## src/inc/sbic_pkg.sv

```systemverilog
// Package: register map, field positions, resets and timing of serial port B
`default_nettype none
package sbic_pkg;
  // ----------------------------------------
  // Register indices
  // ----------------------------------------
  localparam logic [7:0] ADDR_ACT     = 8'h30;
  localparam logic [7:0] ADDR_BASE_HI = 8'h60;
  localparam logic [7:0] ADDR_BASE_LO = 8'h61;
  localparam logic [7:0] ADDR_IRQ     = 8'h70;
  localparam logic [7:0] ADDR_OPT     = 8'hF0;
  localparam logic [7:0] ADDR_IRC     = 8'hF1;
  localparam logic [7:0] ADDR_STAT    = 8'hF2;
  // ----------------------------------------
  // Reset values
  // ----------------------------------------
  localparam logic [7:0] RST_ACT     = 8'h01;
  localparam logic [7:0] RST_BASE_HI = 8'h02;
  localparam logic [7:0] RST_BASE_LO = 8'hF8;
  localparam logic [7:0] RST_IRQ     = 8'h03;
  localparam logic [7:0] RST_OPT     = 8'h00;
  localparam logic [7:0] RST_IRC     = 8'h00;
  // ----------------------------------------
  // Field positions
  // ----------------------------------------
  localparam int OPT_NODLY  = 7;
  localparam int OPT_PULSE  = 6;
  localparam int OPT_NEWERR = 5;
  localparam int OPT_RXDLY  = 3;
  localparam int OPT_TXDLY  = 2;
  localparam int IRC_LOC    = 6;
  localparam int IRC_MODE   = 3;
  localparam int IRC_HALF   = 2;
  localparam int IRC_TXINV  = 1;
  localparam int IRC_RXINV  = 0;
  localparam logic [7:0] OPT_MASK = 8'hEF;
  // ----------------------------------------
  // I/O window limits
  // ----------------------------------------
  localparam logic [15:0] BASE_MIN = 16'h0100;
  localparam logic [15:0] BASE_MAX = 16'h0FF8;
  // ----------------------------------------
  // Timing
  // ----------------------------------------
  localparam int CLK_HZ         = 100_000_000;
  localparam int IRDA_PULSE_NS  = 1600;
  localparam int IRDA_PULSE_CYC = (IRDA_PULSE_NS * (CLK_HZ / 1_000_000)) / 1000;
  localparam int ASK_CARRIER_HZ = 500_000;
  localparam int ASK_HALF_CYC   = CLK_HZ / (2 * ASK_CARRIER_HZ);
  localparam int TURN_BIT_TIMES = 40;
  localparam int IRDA_FRAC_NUM  = 3;
  localparam int OVERSAMPLE     = 16;
  // ----------------------------------------
  // Infrared function codes
  // ----------------------------------------
  typedef enum logic [2:0] {
    IR_OFF0  = 3'h0,
    IR_OFF1  = 3'h1,
    IRDA_FIX = 3'h2,
    IRDA_FRC = 3'h3,
    ASK_PASS = 3'h4,
    ASK_CPAS = 3'h5,
    ASK_DEM  = 3'h6,
    ASK_CDEM = 3'h7
  } sbic_ir_mode_t;
  // Link direction, Gray coded around the loop
  typedef enum logic [1:0] {
    DIR_RX    = 2'h0,
    DIR_TXDLY = 2'h1,
    DIR_TX    = 2'h3,
    DIR_RXDLY = 2'h2
  } sbic_dir_t;
endpackage
`default_nettype wire

```

## src/sbic_top.sv

```systemverilog
// Serial port B configuration, interrupt routing and infrared front end
// How it works
// - The I/O window is an 8-byte block at the 16-bit base, valid from 100h to FF8h.
// - The interrupt goes to the line numbered by select bits 3-0, to no line for code 0; upper bits read zero.
// - Option bit 6 clear gives a level interrupt, set gives a pulse.
// - Option bit 5 picks the legacy or the new receive FIFO error signal.
// - Option bit 3 holds reception off 40 bit times after transmit turns to receive, on a half-duplex infrared link only.
// - Option bit 2 holds transmission off 40 bit times after receive turns to transmit, on a half-duplex infrared link only.
// - Option bits 1-0 choose the baud clock source divided from 24 MHz.
// - Control bit 6 moves infrared from the serial pins to the dedicated pins.
// - Function codes 00X disable infrared: infrared transmit tri-stated, receive taken from the serial pin.
// - IrDA codes send a 1.6 us or 3/16 bit pulse per zero bit and demodulate receive.
// - ASK codes invert transmit, 101 and 111 add a 500 kHz carrier, 11X demodulate.
// - Control bit 2 clear is full duplex, set is half duplex.
// - Control bit 1 inverts the transmit pin.
// - Control bit 0 inverts the receive pin.
//
// Local design decision: the address-and-strobe port.
`default_nettype none
module sbic_top #(
  parameter int TURN_BITS = sbic_pkg::TURN_BIT_TIMES,
  parameter int OS        = sbic_pkg::OVERSAMPLE
) (
  input  wire logic        sys_clk_in,
  input  wire logic        rst_in,
  input  wire logic [7:0]  reg_addr_in,
  input  wire logic [7:0]  reg_wdata_in,
  input  wire logic        reg_wr_in,
  input  wire logic        reg_rd_in,
  output logic      [7:0]  reg_rdata_out,
  input  wire logic [15:0] io_addr_in,
  output logic             io_select_out,
  input  wire logic        uart_irq_in,
  output logic      [15:0] irq_lines_out,
  input  wire logic        rx_err_legacy_in,
  input  wire logic        rx_err_new_in,
  output logic             rx_err_out,
  output logic      [1:0]  baud_src_sel_out,
  output logic             rxclk_nodelay_out,
  input  wire logic        baud16_tick_in,
  input  wire logic        uart_tx_active_in,
  output logic             tx_hold_out,
  input  wire logic        uart_txd_in,
  output logic             uart_rxd_out,
  output logic             serial_out_b_out,
  output logic             serial_out_b_oe_out,
  input  wire logic        serial_in_b_in,
  output logic             infrared_transmit_pin_out,
  output logic             infrared_transmit_pin_oe_out,
  input  wire logic        infrared_receive_pin_in
);
  localparam int TURN_TICKS = TURN_BITS * OS;
  localparam int TW         = $clog2(TURN_TICKS + 1);
  localparam int PW         = $clog2(OS);
  localparam int CW         = $clog2(sbic_pkg::IRDA_PULSE_CYC + 1);
  localparam int AW         = $clog2(sbic_pkg::ASK_HALF_CYC + 1);

  // Oversample must be a power of two so the bit phase wraps on its own
  if (OS < 4 || (OS & (OS - 1)) != 0 || TURN_BITS < 1) begin : g_chk
    $error("sbic_top: OS must be a power of two >= 4 and TURN_BITS >= 1");
  end

  // ----------------------------------------
  // Register file
  // ----------------------------------------
  logic [7:0] act;
  logic [7:0] base_hi;
  logic [7:0] base_lo;
  logic [7:0] irq_sel;
  logic [7:0] opt;
  logic [7:0] irc;
  logic [7:0] status;

  // Reserved bits of the activate, interrupt select and option registers are not stored, so they read back zero
  always_ff @(posedge sys_clk_in)
  begin
    if (rst_in)
    begin
      act     <= sbic_pkg::RST_ACT;
      base_hi <= sbic_pkg::RST_BASE_HI;
      base_lo <= sbic_pkg::RST_BASE_LO;
      irq_sel <= sbic_pkg::RST_IRQ;
      opt     <= sbic_pkg::RST_OPT;
      irc     <= sbic_pkg::RST_IRC;
    end
    else if (reg_wr_in)
    begin
      unique case (reg_addr_in)
        sbic_pkg::ADDR_ACT:     act     <= reg_wdata_in & 8'h01;
        sbic_pkg::ADDR_BASE_HI: base_hi <= reg_wdata_in;
        sbic_pkg::ADDR_BASE_LO: base_lo <= reg_wdata_in;
        sbic_pkg::ADDR_IRQ:     irq_sel <= reg_wdata_in & 8'h0F;
        sbic_pkg::ADDR_OPT:     opt     <= reg_wdata_in & sbic_pkg::OPT_MASK;
        sbic_pkg::ADDR_IRC:     irc     <= reg_wdata_in;
        default:                ;
      endcase
    end
  end

  // Read mux; unmapped indices read zero
  function automatic logic [7:0] reg_read(input logic [7:0] a);
    unique case (a)
      sbic_pkg::ADDR_ACT:     reg_read = act;
      sbic_pkg::ADDR_BASE_HI: reg_read = base_hi;
      sbic_pkg::ADDR_BASE_LO: reg_read = base_lo;
      sbic_pkg::ADDR_IRQ:     reg_read = irq_sel;
      sbic_pkg::ADDR_OPT:     reg_read = opt;
      sbic_pkg::ADDR_IRC:     reg_read = irc;
      sbic_pkg::ADDR_STAT:    reg_read = status;
      default:                reg_read = 8'h00;
    endcase
  endfunction

  // Data stands only in the cycle after the read strobe
  always_ff @(posedge sys_clk_in)
  begin
    if (rst_in)
      reg_rdata_out <= 8'h00;
    else
      reg_rdata_out <= reg_rd_in ? reg_read(reg_addr_in) : 8'h00;
  end

  // ----------------------------------------
  // Decoded controls
  // ----------------------------------------
  sbic_pkg::sbic_ir_mode_t mode;
  logic        active;
  logic        ir_on;
  logic        half;
  logic        loc;
  logic [15:0] base;
  logic        base_ok;

  assign active  = act[0];
  assign mode    = sbic_pkg::sbic_ir_mode_t'(irc[sbic_pkg::IRC_MODE +: 3]);
  assign ir_on   = active && (mode[2:1] != 2'h0);
  assign half    = irc[sbic_pkg::IRC_HALF];
  assign loc     = irc[sbic_pkg::IRC_LOC];
  assign base    = {base_hi, base_lo};
  assign base_ok = (base >= sbic_pkg::BASE_MIN) && (base <= sbic_pkg::BASE_MAX);

  // Window match ignores the low three bits, forcing 8-byte alignment
  always_ff @(posedge sys_clk_in)
  begin
    if (rst_in)
      io_select_out <= 1'b0;
    else
      io_select_out <= active && base_ok && (io_addr_in[15:3] == base[15:3]);
  end

  // ----------------------------------------
  // Interrupt and side options
  // ----------------------------------------
  logic irq_prev;
  logic irq_evt;

  // Pulse mode fires once on the rising edge of the core request
  assign irq_evt = opt[sbic_pkg::OPT_PULSE] ? (uart_irq_in && !irq_prev) : uart_irq_in;

  always_ff @(posedge sys_clk_in)
  begin
    if (rst_in)
    begin
      irq_prev      <= 1'b0;
      irq_lines_out <= 16'h0000;
    end
    else
    begin
      irq_prev      <= uart_irq_in;
      // Select code 0 means no line, since line 0 is not shareable
      irq_lines_out <= (active && irq_evt && irq_sel[3:0] != 4'h0) ? (16'h0001 << irq_sel[3:0]) : 16'h0000;
    end
  end

  // Side options are passed on registered to the UART core
  always_ff @(posedge sys_clk_in)
  begin
    if (rst_in)
    begin
      rx_err_out        <= 1'b0;
      baud_src_sel_out  <= 2'h0;
      rxclk_nodelay_out <= 1'b0;
    end
    else
    begin
      rx_err_out        <= opt[sbic_pkg::OPT_NEWERR] ? rx_err_new_in : rx_err_legacy_in;
      baud_src_sel_out  <= opt[1:0];
      rxclk_nodelay_out <= opt[sbic_pkg::OPT_NODLY];
    end
  end

  // ----------------------------------------
  // Half-duplex turnaround
  // ----------------------------------------
  sbic_pkg::sbic_dir_t dir;
  logic [TW-1:0]       turn_cnt;
  logic                turn_done;
  logic                dly_ok;

  // Delays only make sense on a half-duplex infrared link
  assign dly_ok    = ir_on && half;
  assign turn_done = baud16_tick_in && (turn_cnt == TW'(TURN_TICKS - 1));

  always_ff @(posedge sys_clk_in)
  begin
    if (rst_in)
      dir <= sbic_pkg::DIR_RX;
    else
    begin
      unique case (dir)
        sbic_pkg::DIR_RX:
          if (uart_tx_active_in)
            dir <= (dly_ok && opt[sbic_pkg::OPT_TXDLY]) ? sbic_pkg::DIR_TXDLY : sbic_pkg::DIR_TX;
        sbic_pkg::DIR_TXDLY:
          if (!uart_tx_active_in)
            dir <= sbic_pkg::DIR_RX;
          else if (turn_done)
            dir <= sbic_pkg::DIR_TX;
        sbic_pkg::DIR_TX:
          if (!uart_tx_active_in)
            dir <= (dly_ok && opt[sbic_pkg::OPT_RXDLY]) ? sbic_pkg::DIR_RXDLY : sbic_pkg::DIR_RX;
        sbic_pkg::DIR_RXDLY:
          if (turn_done)
            dir <= sbic_pkg::DIR_RX;
      endcase
    end
  end

  // Counts oversample ticks while a turnaround hold is running
  always_ff @(posedge sys_clk_in)
  begin
    if (rst_in)
      turn_cnt <= '0;
    else if (dir != sbic_pkg::DIR_TXDLY && dir != sbic_pkg::DIR_RXDLY)
      turn_cnt <= '0;
    else if (baud16_tick_in)
      turn_cnt <= turn_cnt + TW'(1);
  end

  assign tx_hold_out = (dir == sbic_pkg::DIR_TXDLY);
  assign status      = {4'h0, dir == sbic_pkg::DIR_RXDLY, tx_hold_out, ir_on, active};

  // ----------------------------------------
  // Infrared transmit
  // ----------------------------------------
  logic [PW-1:0] phase;
  logic          txd_prev;
  logic [CW-1:0] pulse_cnt;
  logic [AW-1:0] car_cnt;
  logic          carrier;
  logic          ir_tx;

  // Bit phase resyncs on every data edge so pulses sit at bit starts
  always_ff @(posedge sys_clk_in)
  begin
    if (rst_in)
    begin
      txd_prev <= 1'b1;
      phase    <= '0;
    end
    else
    begin
      txd_prev <= uart_txd_in;
      if (uart_txd_in != txd_prev)
        phase <= '0;
      else if (baud16_tick_in)
        phase <= phase + PW'(1);
    end
  end

  // Fixed-width pulse counter, launched at the start of each zero bit
  always_ff @(posedge sys_clk_in)
  begin
    if (rst_in)
      pulse_cnt <= '0;
    else if (!uart_txd_in && (txd_prev || (baud16_tick_in && phase == PW'(OS - 1))))
      pulse_cnt <= CW'(sbic_pkg::IRDA_PULSE_CYC);
    else if (pulse_cnt != '0)
      pulse_cnt <= pulse_cnt - CW'(1);
  end

  // Free-running carrier toggled every half period
  always_ff @(posedge sys_clk_in)
  begin
    if (rst_in)
    begin
      car_cnt <= '0;
      carrier <= 1'b0;
    end
    else if (car_cnt == AW'(sbic_pkg::ASK_HALF_CYC - 1))
    begin
      car_cnt <= '0;
      carrier <= !carrier;
    end
    else
      car_cnt <= car_cnt + AW'(1);
  end

  // Light-on level per function code
  always_comb
  begin
    unique case (mode)
      sbic_pkg::IRDA_FIX: ir_tx = (pulse_cnt != '0);
      sbic_pkg::IRDA_FRC: ir_tx = !uart_txd_in && (phase < PW'(sbic_pkg::IRDA_FRAC_NUM));
      sbic_pkg::ASK_PASS,
      sbic_pkg::ASK_DEM:  ir_tx = !uart_txd_in;
      sbic_pkg::ASK_CPAS,
      sbic_pkg::ASK_CDEM: ir_tx = !uart_txd_in && carrier;
      default:            ir_tx = 1'b0;
    endcase
  end

  // Pin drivers; the idle serial pin holds mark, inverted by control bit 1, while infrared owns the link
  always_ff @(posedge sys_clk_in)
  begin
    if (rst_in)
    begin
      serial_out_b_out             <= 1'b1;
      serial_out_b_oe_out          <= 1'b0;
      infrared_transmit_pin_out    <= 1'b0;
      infrared_transmit_pin_oe_out <= 1'b0;
    end
    else
    begin
      serial_out_b_oe_out          <= active;
      infrared_transmit_pin_oe_out <= ir_on && loc;
      infrared_transmit_pin_out    <= ir_tx ^ irc[sbic_pkg::IRC_TXINV];
      if (ir_on && !loc)
        serial_out_b_out <= ir_tx ^ irc[sbic_pkg::IRC_TXINV];
      else if (ir_on)
        serial_out_b_out <= !irc[sbic_pkg::IRC_TXINV];
      else
        serial_out_b_out <= uart_txd_in ^ irc[sbic_pkg::IRC_TXINV];
    end
  end

  // ----------------------------------------
  // Infrared receive
  // ----------------------------------------
  logic          rx_raw;
  logic [PW:0]   strch;
  logic          rx_dem;
  logic          rx_blk;

  assign rx_raw = ((ir_on && loc) ? infrared_receive_pin_in : serial_in_b_in) ^ irc[sbic_pkg::IRC_RXINV];

  // Each received low pulse stretches into one full bit of zero
  always_ff @(posedge sys_clk_in)
  begin
    if (rst_in)
      strch <= '0;
    else if (!rx_raw)
      strch <= (PW + 1)'(OS);
    else if (baud16_tick_in && strch != '0)
      strch <= strch - (PW + 1)'(1);
  end

  assign rx_dem = ir_on && mode[1] ? (strch == '0) : rx_raw;
  // Half duplex ignores own echo and the post-transmit hold window
  assign rx_blk = dly_ok && (dir != sbic_pkg::DIR_RX);

  // Receive seen by the core idles high when off or blocked
  always_ff @(posedge sys_clk_in)
  begin
    if (rst_in)
      uart_rxd_out <= 1'b1;
    else
      uart_rxd_out <= !active || rx_blk || rx_dem;
  end
endmodule
`default_nettype wire

```

## config.mk

```make
export PLATFORM = sky130hd
export DESIGN_NAME = sbic_top
export DESIGN_NICKNAME = d
export VERILOG_FILES = /design/src/inc/sbic_pkg.sv /design/src/sbic_top.sv
export SDC_FILE = /design/constraint.sdc
export NUM_CORES = 1
export LEC_CHECK = 0
export BUFFER_PORTS_ARGS = -buffer_cell sky130_fd_sc_hd__buf_4
export CAP_MARGIN = 25
export CORE_ASPECT_RATIO = 1.2
export CORE_UTILIZATION = 46
export CTS_CLUSTER_DIAMETER = 100
export DETAILED_ROUTE_END_ITERATION = 8
export PLACE_DENSITY = 0.7
export SYNTH_ARGS = -nofsm -noshare
export SYNTH_HDL_FRONTEND = slang
export SYNTH_SLANG_ARGS = --single-unit
```

## constraint.sdc

```tcl
create_clock -name sys_clk_in -period 2.05 [get_ports sys_clk_in]
set_input_delay 0.205 -clock sys_clk_in [delete_from_list [all_inputs] [get_ports sys_clk_in]]
set_output_delay 0.205 -clock sys_clk_in [all_outputs]
set_load 0.005 [all_outputs]
```

==> flow_summary.json, run 1 <==
{
  "status": "complete, no violations",
  "reg2reg_depth": 7,
  "whs_path_depth": 3,
  "coreArea_sq_um": 10000,
  "syn-num-nets": 587,
  "fmax_mhz": 541,
  "finalHoldViolCount": 0,
  "area_growth_pct": 23.1,
  "dp_hpwl_microns": 8090,
  "grt_use_total_pct": 22.1,
  "synth_ff_type": "dfxtp_1",
  "ios": 79,
  "seq_area_frac_synth_pct": 46.3,
  "yosysWarningCount": 0,
  "critPathCaptureType": "flop",
  "rsz0062_at_grt": "false",
  "setup-violations-final": 0,
  "synth_edf_count": 0,
  "holdPathEnd": "rx_err_out",
  "netlist.top_cell.by_area": "dfxtp_1",
  "antenna_found_initial": 0,
  "max-slew-margin-rel_pct": 62.8,
  "gp_congestion": 0.927,
  "wl_microns": 11000,
  "min_from": "rx_err_legacy_in",
  "fin_crit_sh_pct": 90.1,
  "worst-r2r-setup-slack_ns": 0.20,
  "die_x_microns": 94.4,
  "grt_pass1_vias": 3835,
  "cts_setup_buffers": 0,
  "slew_violations": 0,
  "start_util_pct": 47.1,
  "clk_pin_slew_ns": 0.07,
  "cts_buffers": 9,
  "cts_tree": "built",
  "clkSinkCount": 109,
  "startpoint_type": "flop",
  "cp.arrival_ns": 2.08,
  "grt.overflow.total": 0,
  "drt_iter0_markers": 168,
  "cp.required_ns": 2.28,
  "avgRoutedWirePerCell_microns": 14.9,
  "finalPower_w": 0.00537,
  "dieHeight_microns": 113,
  "clock_latency_ns": 0.35,
  "holdWs_ns": 0.0917,
  "synth_most_common_cell": "dfxtp_1",
  "drt_pass1_iterations": 5,
  "min_path_type": "primary input to flop",
  "cts_hold_buf": 0,
  "yosys_register_bits": 109,
  "max_cap_violations": 0,
  "finalCriticalPeriod_ns": 1.85,
  "port_buffers": 75,
  "clk_path_buf_depth": 2,
  "viasPerCell": 5.41,
  "vias": 4003,
  "rows": 40,
  "ir_worst_vdd_uv": 491,
  "crit_fanout": 3,
  "rr_startpoint": "pulse_cnt[0]",
  "grt_max_degree": 44,
  "grt_pass1_wl_microns": 18100,
  "power.density_nw_per_um2": 926,
  "tightest_slew_ns": 0.545,
  "root_buffer": "clkbuf_16",
  "synthCells": 532,
  "synth_top_cells_by_count": "dfxtp_1 (109), nor2_1 (67), nand2_1 (66)",
  "h-tree-depth": 3,
  "die-area_sq_um": 10700,
  "drive_gt1_share_pct": 18.4,
  "final_antenna_net_count": 0,
  "async_reset_ff_share_pct": 0,
  "antenna_cells": 0,
  "finalSetupTns_ns": 0,
  "nNetsFinal": 664,
  "synth_top_area_share_pct": 46.3,
  "cts_repair_resize_count": 0,
  "finClkSkew_ns": 0.00696,
  "synth_area_sq_um": 4710,
  "yosysUniqueCellTypes": 54,
  "p_leak_nw": 2.35,
  "crit_type": "flop to flop",
  "drc": 0,
  "r2r-end": "pulse_cnt[7]",
  "avgSynthCellArea_sq_um": 8.85,
  "synth_area_leaders": "dfxtp_1 (46%), nor2_1 (5.3%), nand2_1 (5.3%)"
}
## routing by layer
| metal | part of all wire, % | global-route usage (%) |
|---|---|---|
| met1 | 44 | 27.6 |
| met2 | 47 | 35.9 |
| met3 | 6.0 | 3.90 |
| met4 | 3.5 | 11.8 |
| met5 | 0 | 0 |
## placed cells by master, fill, tap and decap left out, types with 8 or more instances in the layout
cell,instances
dfxtp_1,109
buf_4,85
nor2_1,67
nand2_1,66
a21oi_1,31
nand3_1,31
xnor2_1,19
xor2_1,18
mux2i_1,16
nor3_1,15
inv_1,13
ha_1,11
nand2b_1,10
nand3b_1,10
nor2b_1,9
clkbuf_16,9
a22o_1,8
## cell families after synthesis
group | share of synthesized area (%)
muxes | 4.36
adders and majority gates | 2.92
xor gates and xnor gates | 6.88
buffers and inverters | 2.87
other | 0.0796
and+or+nand+nor | 26.2
AOI/OAI and AO/OA | 10.4
DFF | 46.3
## sequential cells by signal (all words and copies together), names as in the netlist, 2 cells and up
| name | flops |
|---|---|
| car_cnt | 7 |
| turn_cnt | 10 |
| base_lo | 8 |
| irc | 8 |
| reg_rdata_out | 8 |
| strch | 5 |
| opt | 7 |
| phase | 4 |
| irq_sel | 4 |
| irq_lines_out | 16 |
| dir | 2 |
| base_hi | 8 |
| baud_src_sel_out | 2 |
| pulse_cnt | 8 |
## worst max-delay path: stages (launching register included)
cell	delay, ns
dfxtp_1	0.37
inv_1	0.09
ha_1	0.20
nor4b_1	0.16
nor4b_1	0.40
nor3b_1	0.28
xnor2_1	0.15
a21oi_1	0.08
## power breakdown
part	switching [W]	internal, W
Combinational	0.000462	0.000441
Clock	0.000786	0.00132
Sequential	0.000114	0.00224
## layout make-up
cell class	instances	area, sq um
fill	916	4210
multi-input combinational	391	2400
sequential	109	2180
timing repair buffer	85	638
clock buffer	9	225
tap	126	158
clock inverter	7	145
inverter	13	48.8
## through the flow
step                util (%)  instances  cell area [sq um]  setup slack (ns)
global placement        54.2        724               5430             0.248
global route            57.9        740               5800            0.0124
floorplan                  -        532               4710             0.380
CTS                     57.9        740               5800             0.188
detailed placement      54.2        724               5430             0.206
finish                  57.9        740               5800             0.203
## worst max-delay path by stage
stage                  from          endpoint  cells after the start
6_report       pulse_cnt[0]      pulse_cnt[7]                      7
5_1_grt        pulse_cnt[0]      pulse_cnt[7]                      7
4_1_cts        pulse_cnt[0]      pulse_cnt[7]                      7
3_5_place_dp   pulse_cnt[0]  serial_out_b_out                      7
3_3_place_gp   pulse_cnt[0]      pulse_cnt[7]                      7
2_1_floorplan  pulse_cnt[0]  serial_out_b_out                      7
Power figures use the tool's default switching activity.
==> run 2: changes to the inputs <==
--- a/config.mk
+++ b/config.mk
@@ -5,6 +5,7 @@
 export SDC_FILE = /design/constraint.sdc
 export NUM_CORES = 1
 export LEC_CHECK = 0
+export ABC_AREA = 1
 export BUFFER_PORTS_ARGS = -buffer_cell sky130_fd_sc_hd__buf_4
 export CAP_MARGIN = 25
 export CORE_ASPECT_RATIO = 1.2
==> run 2 against run 1 <==
Combinational power up 11%. Final area up 1.2%. Wire length up 0.73%. Largest power group unchanged. Sequential cell count unchanged. Hold slack worse by 0.0087 ns. Via count up 13%. Largest cell class unchanged. Die area up 4.3%. Highest routed layer unchanged. Count of clock-buffer cells in the layout unchanged.
==> flow_summary.json, run 2 <==
{
  "placed_area_sq_um": 5580,
  "critPathCaptureType": "flop",
  "rows": 41,
  "grt_pass1_vias": 4078,
  "cts_hold_buf": 0,
  "power.density_nw_per_um2": 857,
  "ir_worst_vdd_uv": 461,
  "synth_edf_count": 0,
  "synthCells": 681,
  "dp_hpwl_microns": 8480,
  "start_util_pct": 47.0,
  "path_common_cell": "nand2_1",
  "finalSetupTns_ns": 0,
  "crit_family": "simple AND/OR/NAND/NOR gates",
  "fin_crit_sh_pct": 75.5,
  "cts_tree": "built",
  "port_buffers": 75,
  "min_from": "uart_irq_in",
  "yosysUniqueCellTypes": 41,
  "antenna_found_initial": 0,
  "r2r-end": "dir[1]",
  "cts_setup_buffers": 0,
  "root_buffer": "clkbuf_16",
  "min_path_type": "primary input to flop",
  "antenna_cells": 0,
  "async_reset_ff_share_pct": 0,
  "holdWs_ns": 0.0830,
  "worst-r2r-setup-slack_ns": 0.50,
  "drt_iter0_markers": 195,
  "cp_num_buf_inv": 2,
  "synth_ff_type": "dfxtp_1",
  "drc": 0,
  "gp_congestion": 0.838,
  "yosysWarningCount": 0,
  "clock_latency_ns": 0.35,
  "cp.required_ns": 2.33,
  "die_x_microns": 96.4,
  "syn-num-nets": 736,
  "startpoint_type": "flop",
  "finClkSkew_ns": 0.00718,
  "grt.overflow.total": 0,
  "yosys_register_bits": 109,
  "rr_startpoint": "dir[1]",
  "max_cap_violations": 0,
  "setup-violations-final": 0,
  "nNetsFinal": 810,
  "drive_gt1_share_pct": 15.7,
  "synth_top_cells_by_count": "nand2_1 (130), dfxtp_1 (109), nor2_1 (97)",
  "clk_path_buf_depth": 2,
  "cpPeakStageDelay_ns": 0.37,
  "synth_area_sq_um": 4920,
  "whs_path_depth": 3,
  "n_fill_cell": 1008,
  "regMostFlops": "irq_lines_out",
  "final_common_cell": "nand2_1",
  "final_cell_mix": "nand2_1 (130), dfxtp_1 (109), nor2_1 (97), inv_1 (83), buf_4 (79)",
  "coreArea_sq_um": 10500,
  "area_growth_pct": 19.3,
  "synth_most_common_cell": "nand2_1",
  "holdPathEnd": "irq_prev",
  "finalCriticalPeriod_ns": 1.55,
  "cp.arrival_ns": 1.83,
  "slowest_stage": "dfxtp_1",
  "grt_use_total_pct": 21.2,
  "final_antenna_net_count": 0,
  "drt_pass1_iterations": 6,
  "avgSynthCellArea_sq_um": 7.22,
  "synth_top_area_share_pct": 44.4,
  "dieHeight_microns": 115,
  "crit_fanout": 3,
  "finalHoldViolCount": 0,
  "top_regs": "irq_lines_out: 16 flops, turn_cnt: 10 flops",
  "crit_chain": "inv_1, ha_1, nand2_1, inv_1, or2_2, nand2_1, nand2_1, nand2_1, nand2_1, nor2_1",
  "p_leak_nw": 2.59,
  "dp_cells": 873,
  "ios": 79,
  "h-tree-depth": 3,
  "die-area_sq_um": 11100,
  "grt_pass1_wl_microns": 18200,
  "clk_pin_slew_ns": 0.07,
  "netlist.top_cell.by_area": "dfxtp_1",
  "reg2reg_depth": 10,
  "seq_area_frac_synth_pct": 44.4,
  "vias": 4504,
  "synth_area_leaders": "dfxtp_1 (44%), nand2_1 (9.9%), nor2_1 (7.4%)",
  "avgRoutedWirePerCell_microns": 12.5,
  "clkSinkCount": 109,
  "viasPerCell": 5.07,
  "rsz0062_at_grt": "false",
  "layoutNonFillerInstCount": 889,
  "crit_type": "flop to flop",
  "finalInstanceArea_sq_um": 5870,
  "slew_violations": 0,
  "fmax_mhz": 646,
  "largest_reg_flops": 16,
  "cts_repair_resize_count": 0,
  "cts_buffers": 9,
  "wl_microns": 11100,
  "grt_max_degree": 26,
  "status": "complete, no violations"
}
[run 2: cell count changes after synthesis, moves of 9 or more]
cell and change:
inv_1 +70, nand2_1 +64, o21ai_0 +39, nor2_1 +30
a21oi_1 +22, nand3_1 +18, mux2i_1 -14, xnor2_1 -14
nand2b_1 -10, nor2b_1 -9
[run 2: cell type report]
cell class | count | area (sq um) | area share (%)
clock inverter | 7 | 62.6 | 1.07
multi-input combinational | 466 | 2310 | 39.3
timing repair buffer | 79 | 593 | 10.1
inverter | 90 | 338 | 5.76
clock buffer | 9 | 225 | 3.84
tap | 129 | 161 | 2.75
sequential | 109 | 2180 | 37.2
[run 2: logic make-up after synthesis]
| family | share of synthesized area [%] |
|---|---|
| mux | 0.407 |
| xor+xnor | 2.85 |
| compound gates | 11.4 |
| other cells | 0.0762 |
| fa+ha+maj | 2.80 |
| buf+inv | 8.77 |
| flops | 44.4 |
| simple gates | 29.3 |
[run 2: how the worst max path moves through the flow]
| stage | slack, ns | end | start | cells after the start |
|---|---|---|---|---|
| 6_report | 0.50 | dir[1] | dir[1] | 10 |
| 5_1_grt | 0.39 | turn_cnt[8] | turn_cnt[0] | 7 |
| 4_1_cts | 0.51 | dir[1] | dir[1] | 10 |
| 3_5_place_dp | 0.29 | irc[4] | reg_addr_in[3] | 7 |
| 3_3_place_gp | 0.39 | irc[0] | reg_addr_in[3] | 7 |
| 2_1_floorplan | 0.67 | dir[1] | dir[1] | 9 |
[run 2: per-stage QoR]
stage,setup WS [ns],util [%],total power (W)
floorplan,0.673,-,0.00311
global placement,0.390,53.3,0.00334
detailed placement,0.285,53.3,0.00338
CTS,0.505,56.1,0.00507
global route,0.392,56.1,0.00535
finish,0.502,56.1,0.00503
[run 2: power breakdown]
group	total (W)	internal [W]	switching [W]	leakage [nW]
clock network	0.00169	0.000854	0.000841	0.139
registers	0.00234	0.00224	0.0000967	0.884
logic	0.000999	0.000406	0.000592	1.56
[run 2: worst reg2reg max path, stage by stage, from the launching register on]
cell and delay [ns]:
dfxtp_1 0.37, inv_1 0.09, ha_1 0.23, nand2_1 0.09, inv_1 0.05, or2_2 0.26
nand2_1 0.08, nand2_1 0.08, nand2_1 0.07, nand2_1 0.05, nor2_1 0.11
[run 2: layer usage]
| metal | global-route usage (%) | part of all wire, % |
|---|---|---|
| met5 | 0 | 0 |
| met4 | 9.22 | 2.6 |
| met2 | 37.4 | 50 |
| met3 | 4.63 | 5.2 |
| met1 | 24.4 | 42 |
